### src/inc/dolc_map.svh
`ifndef DOLC_MAP_SVH
`define DOLC_MAP_SVH

// Register byte offsets
`define DOLC_ADR_CTRL 8'h00
`define DOLC_ADR_LAT 8'h04
`define DOLC_ADR_STAT 8'h08

// Control register bits
`define DOLC_CTRL_W 6
`define DOLC_CTRL_DLL 0
`define DOLC_CTRL_DYN9 1
`define DOLC_CTRL_DYN10 2
`define DOLC_CTRL_BUFOFF 3
`define DOLC_CTRL_PRE2 4
`define DOLC_CTRL_CRC 5
`define DOLC_CTRL_RST 6'h01

// Latency register fields
`define DOLC_CAS_MSB 5
`define DOLC_CAS_LSB 0
`define DOLC_ADD_MSB 13
`define DOLC_ADD_LSB 8
`define DOLC_PAR_MSB 19
`define DOLC_PAR_LSB 16
`define DOLC_CAS_RST 6'h09
`define DOLC_ADD_RST 6'h00
`define DOLC_PAR_RST 4'h0

// Status register fields
`define DOLC_STAT_TERM_LSB 0
`define DOLC_STAT_WIN 2
`define DOLC_STAT_ASYNC 3
`define DOLC_STAT_PD 4
`define DOLC_STAT_LAT_LSB 8

// Write termination latencies
`define DOLC_ON_SUB1 7'h02
`define DOLC_ON_SUB2 7'h03
`define DOLC_OFF4_1N 4'h4
`define DOLC_OFF8_1N 4'h6
`define DOLC_OFF_1C 4'h7
`define DOLC_OFF4_2N 4'h5
`define DOLC_OFF8_2N 4'h7
`define DOLC_OFF_2C 4'h8

// Delay line geometry
`define DOLC_DEPTH 64
`define DOLC_TAP_W 6
`define DOLC_TAP_MAX 6'h3F
`define DOLC_TAP_MIN 6'h00

`endif

### src/inc/dolc_pkg.sv
`include "dolc_map.svh"

package dolc_pkg;

	// Termination strength chosen by the block
	typedef enum logic [1:0] {DOLC_PARK, DOLC_NOM, DOLC_WR} dolc_term_e;

	// Main block state
	typedef struct packed {
		logic [`DOLC_CTRL_W-1:0] ctrl;
		logic [5:0] cas_lat;
		logic [5:0] add_lat;
		logic [3:0] par_lat;
		logic [2:0] sync1;
		logic [2:0] sync2;
		logic cke1;
		logic cke2;
		logic [3:0] remain;
		logic win;
		dolc_term_e term;
		logic pd;
		logic ack;
		logic [31:0] dat;
	} dolc_state_s;

	// Delay line state
	typedef struct packed {
		logic [`DOLC_DEPTH-1:0][2:0] sr;
	} dolc_dly_s;

endpackage

### src/verilog/dolc_delay_line.sv
`timescale 1ns/100ps
`include "dolc_map.svh"

module dolc_delay_line
	import dolc_pkg::*;
(
	// Clock and reset
	input wire logic clk_i,
	input wire logic rst_i,
	// Data in and tap select
	input wire logic [2:0] d_i,
	input wire logic [`DOLC_TAP_W-1:0] tap_i,
	// Delayed data
	output logic [2:0] q_o
);

	dolc_dly_s s_q;
	dolc_dly_s s_d;

	// Shift one stage per cycle; stage 0 is one cycle late
	always_comb
	begin
		s_d = s_q;
		s_d.sr = {s_q.sr[`DOLC_DEPTH-2:0], d_i};
	end

	always_ff @(posedge clk_i)
	begin
		if (rst_i)
			s_q <= '0;
		else
			s_q <= s_d;
	end

	// Tap i gives a delay of i+1 cycles
	assign q_o = s_q.sr[tap_i];

endmodule

### src/verilog/dolc_term_ctrl.sv
// The implementer's own choices: the placing of the registers and the Wishbone slave port.
`timescale 1ns/100ps

// Function
// - 1tCK preamble, CRC off: write termination starts write_latency-2 cycles after write.
// - 1tCK, CRC off: write termination ends 4 (chop) or 6 cycles later.
// - On latency WL-2 or WL-3; off offsets 7/7, 5/7, 8/8 per mode.
// - Delay-locked loop off (mode one bit A0 clear) selects asynchronous mode.
// - Asynchronous mode applies the pin with no additive or clock latency.
// - Async pin high: reach nominal within the turn-on window.
// - Async pin low: reach park within the turn-off window.
// - Buffer deactivation (mode five A5) means no nominal during power-down.
// - Samples near power-down entry may give nominal or park.
// - Dynamic termination enabled when mode two bit A9 or A10 set.
// - Outside write windows: park when pin low, nominal when high.
// - Write latency is cas plus additive plus parity latency.
// - No dynamic write termination while the delay-locked loop is off.
`include "dolc_map.svh"

module dolc_term_ctrl
	import dolc_pkg::*;
(
	// Clock and reset
	input wire logic clk_i,
	input wire logic rst_i,
	// Wishbone slave
	input wire logic wb_cyc_i,
	input wire logic wb_stb_i,
	input wire logic wb_we_i,
	input wire logic [7:0] wb_adr_i,
	input wire logic [3:0] wb_sel_i,
	input wire logic [31:0] wb_dat_i,
	output logic [31:0] wb_dat_o,
	output logic wb_ack_o,
	// Device pins
	input wire logic termination_control_pin_i,
	input wire logic cke_i,
	input wire logic wr_cmd_i,
	input wire logic wr_chop4_i,
	// Termination select
	output logic [1:0] term_sel_o,
	output logic win_active_o
);

	dolc_state_s s_q;
	dolc_state_s s_d;
	logic [2:0] dly_q;
	logic [`DOLC_TAP_W-1:0] tap;
	logic [6:0] wr_lat;
	logic [6:0] on_lat;
	logic dll_on;
	logic dyn_ok;
	logic pin_eff;
	logic req;

	// Switch-off offset after the on point, per preamble, CRC and burst
	function automatic logic [3:0] off_ofs(input logic pre2, input logic crc, input logic chop);
		logic [3:0] r;
		r = `DOLC_OFF8_1N;
		if (!pre2 && !crc)
			r = chop ? `DOLC_OFF4_1N : `DOLC_OFF8_1N;
		else if (!pre2 && crc)
			r = `DOLC_OFF_1C;
		else if (pre2 && !crc)
			r = chop ? `DOLC_OFF4_2N : `DOLC_OFF8_2N;
		else
			r = `DOLC_OFF_2C;
		return r;
	endfunction

	// Latencies derived from the programmed fields
	always_comb
	begin
		wr_lat = {1'b0, s_q.cas_lat} + {1'b0, s_q.add_lat} + {3'b000, s_q.par_lat};
		on_lat = wr_lat - (s_q.ctrl[`DOLC_CTRL_PRE2] ? `DOLC_ON_SUB2 : `DOLC_ON_SUB1);
		// Clamp small or wrapped latencies to the shortest tap
		if (on_lat == 7'h00 || on_lat[6])
			tap = `DOLC_TAP_MIN;
		else
			tap = on_lat[`DOLC_TAP_W-1:0] - 6'h01;
		dll_on = s_q.ctrl[`DOLC_CTRL_DLL];
		dyn_ok = dll_on && (s_q.ctrl[`DOLC_CTRL_DYN9] || s_q.ctrl[`DOLC_CTRL_DYN10]);
		// Async mode uses the synchronised pin directly
		pin_eff = dll_on ? dly_q[0] : s_q.sync2[0];
		req = wb_cyc_i && wb_stb_i && !s_q.ack;
	end

	// Pin, write and chop share one delay line so they stay aligned
	dolc_delay_line u_dly
	(
		.clk_i(clk_i),
		.rst_i(rst_i),
		.d_i(s_q.sync2),
		.tap_i(tap),
		.q_o(dly_q)
	);

	// Next state: synchronisers, window, termination, bus
	always_comb
	begin
		s_d = s_q;
		s_d.sync1 = {wr_chop4_i, wr_cmd_i, termination_control_pin_i};
		s_d.sync2 = s_q.sync1;
		s_d.cke1 = cke_i;
		s_d.cke2 = s_q.cke1;
		// Power-down only matters with the input buffer deactivated
		s_d.pd = s_q.ctrl[`DOLC_CTRL_BUFOFF] && !s_q.cke2;
		// Each delayed write reloads the count; later writes extend it
		if (!dyn_ok)
			s_d.remain = 4'h0;
		else if (dly_q[1])
			s_d.remain = off_ofs(s_q.ctrl[`DOLC_CTRL_PRE2], s_q.ctrl[`DOLC_CTRL_CRC], dly_q[2]);
		else if (s_q.remain != 4'h0)
			s_d.remain = s_q.remain - 4'h1;
		// Window flag registered so the output comes from a flop
		s_d.win = (s_d.remain != 4'h0);
		// Park chosen at once on entry; ambiguity allows either
		if (s_d.remain != 4'h0)
			s_d.term = DOLC_WR;
		else if (pin_eff && !s_d.pd)
			s_d.term = DOLC_NOM;
		else
			s_d.term = DOLC_PARK;
		// Bus answers every access one cycle after the request
		s_d.ack = req;
		s_d.dat = 32'h0000_0000;
		if (req && wb_we_i && wb_sel_i[0] && wb_adr_i == `DOLC_ADR_CTRL)
			s_d.ctrl = wb_dat_i[`DOLC_CTRL_W-1:0];
		if (req && wb_we_i && wb_adr_i == `DOLC_ADR_LAT)
		begin
			if (wb_sel_i[0])
				s_d.cas_lat = wb_dat_i[`DOLC_CAS_MSB:`DOLC_CAS_LSB];
			if (wb_sel_i[1])
				s_d.add_lat = wb_dat_i[`DOLC_ADD_MSB:`DOLC_ADD_LSB];
			if (wb_sel_i[2])
				s_d.par_lat = wb_dat_i[`DOLC_PAR_MSB:`DOLC_PAR_LSB];
		end
		if (req && !wb_we_i)
		begin
			case (wb_adr_i)
				`DOLC_ADR_CTRL:
					s_d.dat[`DOLC_CTRL_W-1:0] = s_q.ctrl;
				`DOLC_ADR_LAT:
				begin
					s_d.dat[`DOLC_CAS_MSB:`DOLC_CAS_LSB] = s_q.cas_lat;
					s_d.dat[`DOLC_ADD_MSB:`DOLC_ADD_LSB] = s_q.add_lat;
					s_d.dat[`DOLC_PAR_MSB:`DOLC_PAR_LSB] = s_q.par_lat;
				end
				`DOLC_ADR_STAT:
				begin
					s_d.dat[`DOLC_STAT_TERM_LSB+1:`DOLC_STAT_TERM_LSB] = s_q.term;
					s_d.dat[`DOLC_STAT_WIN] = (s_q.remain != 4'h0);
					s_d.dat[`DOLC_STAT_ASYNC] = !dll_on;
					s_d.dat[`DOLC_STAT_PD] = s_q.pd;
					s_d.dat[`DOLC_STAT_LAT_LSB+6:`DOLC_STAT_LAT_LSB] = wr_lat;
				end
				default:
					s_d.dat = 32'h0000_0000;
			endcase
		end
	end

	// State register with synchronous reset
	always_ff @(posedge clk_i)
	begin
		if (rst_i)
		begin
			s_q <= '0;
			s_q.ctrl <= `DOLC_CTRL_RST;
			s_q.cas_lat <= `DOLC_CAS_RST;
			s_q.add_lat <= `DOLC_ADD_RST;
			s_q.par_lat <= `DOLC_PAR_RST;
			s_q.term <= DOLC_PARK;
		end
		else
			s_q <= s_d;
	end

	// Outputs straight from the state register
	assign wb_dat_o = s_q.dat;
	assign wb_ack_o = s_q.ack;
	assign term_sel_o = s_q.term;
	assign win_active_o = s_q.win;
endmodule

### config.mk
export PLATFORM = sky130hd
export DESIGN_NAME = dolc_term_ctrl
export DESIGN_NICKNAME = d
export VERILOG_FILES = /design/src/inc/dolc_pkg.sv /design/src/verilog/dolc_delay_line.sv /design/src/verilog/dolc_term_ctrl.sv
export VERILOG_INCLUDE_DIRS = /design/src /design/src/inc
export SDC_FILE = /design/constraint.sdc
export NUM_CORES = 1
export LEC_CHECK = 0
export BUFFER_PORTS_ARGS = -buffer_cell sky130_fd_sc_hd__buf_4
export CAP_MARGIN = 30
export CELL_PAD_IN_SITES_DETAIL_PLACEMENT = 2
export CELL_PAD_IN_SITES_GLOBAL_PLACEMENT = 2
export CORE_ASPECT_RATIO = 0.75
export CORE_MARGIN = 2
export CORE_UTILIZATION = 38
export DETAILED_ROUTE_END_ITERATION = 10
export PLACE_DENSITY_LB_ADDON = 0.08
export SLEW_MARGIN = 0
export SYNTH_ARGS = -nofsm -noshare
export SYNTH_HDL_FRONTEND = slang
export SYNTH_SLANG_ARGS = --single-unit
export TNS_END_PERCENT = 5
### constraint.sdc
create_clock -name clk_i -period 5.2 [get_ports clk_i]
set_input_delay 0.26 -clock clk_i [delete_from_list [all_inputs] [get_ports clk_i]]
set_output_delay 0.26 -clock clk_i [all_outputs]
set_load 0.02 [all_outputs]
==> reports/metrics.sh <==
TIMING_WORST_SETUP_PATH_TYPE='flip-flop to flip-flop'
POSTROUTEWIRELENGTH_UM=32500
SYNTH-EDFF-COUNT=0
SYNTH_LARGEST_AREA_CELL='dfxtp_1'
GLOBALROUTE.TOTALOVERFLOW=0
PORT-BUFFER-COUNT=56
TRITONCTS_NUM_SINKS=247
INITIALDRTVIOLATIONCOUNT=393
FLOORPLAN.INITIALDENSITY=0.388
MAX-CAP-VIOLATIONS=0
CLOCK_PATH_BUFFERS=3
CRIT_CHAIN='inv_1 > fa_1 > inv_1 > ha_1 > inv_1 > fa_1 > nor2b_1 > nand2_1 > a21oi_4 > a21oi_4 > nor3_2 > o221ai_1 > o311a_1 > o311a_1 > a311oi_1 > buf_4 > o21ai_1'
COREAREA_MM2=0.0271
MIN_PATH_TYPE='primary input to flip-flop'
WORST_CLOCK_SKEW_NS=0.0107
SYNTH-ASYNC-RESET-RATIO=0
IOS=89
SYNTH_CELL_TYPE_COUNT=81
CP_COMMON_CELL='inv_1'
CTS_ROOT_BUFFER='clkbuf_16'
CP_TOP_FAMILY='compound AO/OA/AOI/OAI gates'
FINALHOLDVIOLCOUNT=0
SYNTH.FF_LATCH_COUNT=247
CRITICAL_PATH.STARTPOINT_TYPE='flip-flop'
MAX_CLK_RATE_GHz=0.199
CLKSLEWWORSTSETUPHOLDPATHS_NS=0.06
RELSLEWSLACK=0.345
WIRE_LENGTH_OF_THE_FIRST_GLOBAL_ROUTING_PASS_UM=50600
CP_NUM_BUF_INV=4
SYNTHTOPCELLSBYAREA='dfxtp_1 (47%), nor2b_1 (12%), mux2i_1 (4.3%), nor2_1 (2.6%), buf_4 (2.6%)'
ENDPOINT_KIND='flip-flop'
MASTER_OF_THE_SLOWEST_INSTANCE_ON_THE_CRITICAL_PATH='fa_1'
TNS_NS=0
DIE_X_UM=196
GRT_USAGE=0.225
TOTAL_POWER_uW=3960
YOSYS.AREA.TOP_TYPE_SHARE=0.471
SYNTH_WARNINGS=0
ANTENNA_CELLS=0
POSTCTSSETUPBUFFERS=0
YOSYSSEQAREASHARE=0.471
SYN_AREA_PER_CELL_UM2=9.76
VIA_COUNT_OF_THE_FIRST_GLOBAL_ROUTING_PASS=8608
ROUTEDWLPERCELL_UM=21.5
DIE_AREA_MM2=0.0290
ROUTED-VIA-COUNT=8067
AREA_GROWTH_PCT=18.3
VIAS_PER_CELL=5.33
CLOCK_TREE_FROM_TRITONCTS='built'
GP_ROUTABILITY_CONGESTION=0.813
CRITICAL_PATH_REQUIRED_NS=5.62
NETLIST_INSTANCES=1076
FINALNETCOUNT=1214
DP.FINAL_HPWL_UM=22000
WORSTSKEWPAIRLATENCY_NS=0.54
GRT_MAX_DEGREE=95
DRIVE_ABOVE_1_SHARE=0.167
TIGHTESTPINTRANSITION_NS=0.982
CRITICAL_PATH.MAX_FANOUT=8
UNREPAIRED_SETUP_ENDPOINTS_AFTER_GLOBAL_ROUTING='no'
POWER.DENSITY_mW_PER_MM2=318
ANTENNA_FOUND_INITIAL=0
FINAL_SETUP_VIOLATING_ENDPOINTS=0
IRDROPWORSTVDD_uV=218
STATUS='completed'
TRITONCTS.NUM_BUFFERS=26
SYNTHFLOPTYPE='dfxtp_1'
DRC_VIOLATIONS=0
CRITICAL_PATH_ARRIVAL_NS=5.43
ROUTE.ANTENNA.REMAINING_NETS=0
FIRSTDRTPASSITERS=5
FINALWORSTPATHREQUIREDPERIOD_NS=5.01
POST-ROUTE-PERIOD-UTIL=0.964
CTSHTREEMAXLEVEL=1
ROW_CNT=52
WORST_PATH_LARGEST_CELL_DELAY_NS=0.71
LEAKAGE_uW=0.00489
DIE_HEIGHT_UM=148
REPORT.FINAL.SLEW_VIOL_COUNT=0
SYN_AREA_MM2=0.0105
[worst reg2reg max path, cell delays in order (launching register included)]
cell      delay, ns
dfxtp_1        0.33
inv_1          0.22
fa_1           0.46
inv_1          0.07
ha_1           0.16
inv_1          0.06
fa_1           0.71
nor2b_1        0.27
nand2_1        0.15
a21oi_4        0.31
a21oi_4        0.16
nor3_2         0.70
o221ai_1       0.24
o311a_1        0.33
o311a_1        0.13
a311oi_1       0.36
buf_4          0.19
o21ai_1        0.06
[path summary, 6_finish.rpt]
kind               startpoint  slack, ns  depth (start not counted)      endpoint
hold / removal    wb_adr_i[3]       0.04                          2   wb_dat_o[5]
setup reg to reg      s_q[60]       0.19                         17       s_q[38]
setup / recovery      s_q[60]       0.19                         17       s_q[38]
hold reg to reg       s_q[45]       0.44                          1  u_dly.s_d[5]
[power by group]
part / switching, µW / total [µW] / internal, µW
Combinational: 58.5 / 95.8 / 37.3
Clock: 768 / 1960 / 1190
Sequential: 2.49 / 1900 / 1900
[what timing repair did]
action,in CTS,in global routing
gates resized for setup,0,7
hold buffers,22,0
hold endpoints to repair,26,0
endpoints found under the setup margin,0,4
[stage by stage]
step	hold slack (ns)	area, µm²	worst slack, ns	utilization	instances
finish	0.0426	12400	0.187	0.459	1513
global route	0.0239	12400	0.0209	0.459	1513
CTS	0.00922	12400	0.272	0.457	1513
detailed placement	0.424	11300	0.298	0.416	1445
global placement	0.419	11300	0.290	0.416	1445
floorplan	0.349	10600	1.10	-	1090
[cells by family after synthesis]
group,synth area share
fa+ha+maj,0.0238
compound gates,0.128
simple gates,0.229
xor+xnor,0.0125
flops,0.471
buf+inv,0.0603
mux,0.0751
other cells,0.000357
[per-layer routing]
| layer | up-vias | track usage | wire length, µm | part of all wire |
|---|---|---|---|---|
| met2 | 107 | 0.345 | 14300 | 0.44 |
| met4 | 0 | 0.0602 | 682 | 0.021 |
| li1 | 3838 | - | - | - |
| met3 | 46 | 0.0370 | 1240 | 0.038 |
| met1 | 4076 | 0.328 | 16300 | 0.50 |
| met5 | - | 0.00337 | 0 | 0 |
[placed cells by master (no fill, tap or decap), drive strengths merged, types with 12 or more instances in the layout]
cell         instances
conb                15
nor4                13
a21oi               24
clkbuf              40
o21ai               29
dlygate4sd3         22
a211oi              19
nand2               49
nor3                25
dfxtp              247
mux2i               45
inv                 25
nor2b              205
nand3               26
mux2                14
buf                100
a31oi               15
o31ai               12
nor2                74
ha                  12
[cell usage after synthesis (13+ instances only)]
master    number
mux2_2        14
a31oi_1       15
dfxtp_1      247
mux2i_1       45
nor4_1        13
inv_1         25
nor3_1        22
nand2_1       48
buf_2         16
a211oi_1      17
nor2b_1      205
a21oi_1       22
nor2_1        73
nand3_1       25
buf_4         36
clkbuf_1      40
o21ai_0       25
[registers in the layout, summed over array words and instances (netlist names)]
name and flops:
dll_on 1, s_d 4, s_q 30, term_sel_o 1
u_dly.s_d 189, u_dly.s_q 3, wb_ack_o 1, wb_dat_o 17
win_active_o 1
[layout make-up]
class | instances | area, µm²
fillers | 2839 | 14600
multi-input cells | 722 | 5060
flip-flops and latches | 247 | 4940
repair buffers | 122 | 987
clock buffers | 40 | 795
well taps | 351 | 439
clock inverters | 6 | 105
inverters | 25 | 93.8
No activity file was read; power rests on OpenSTA's default activity.
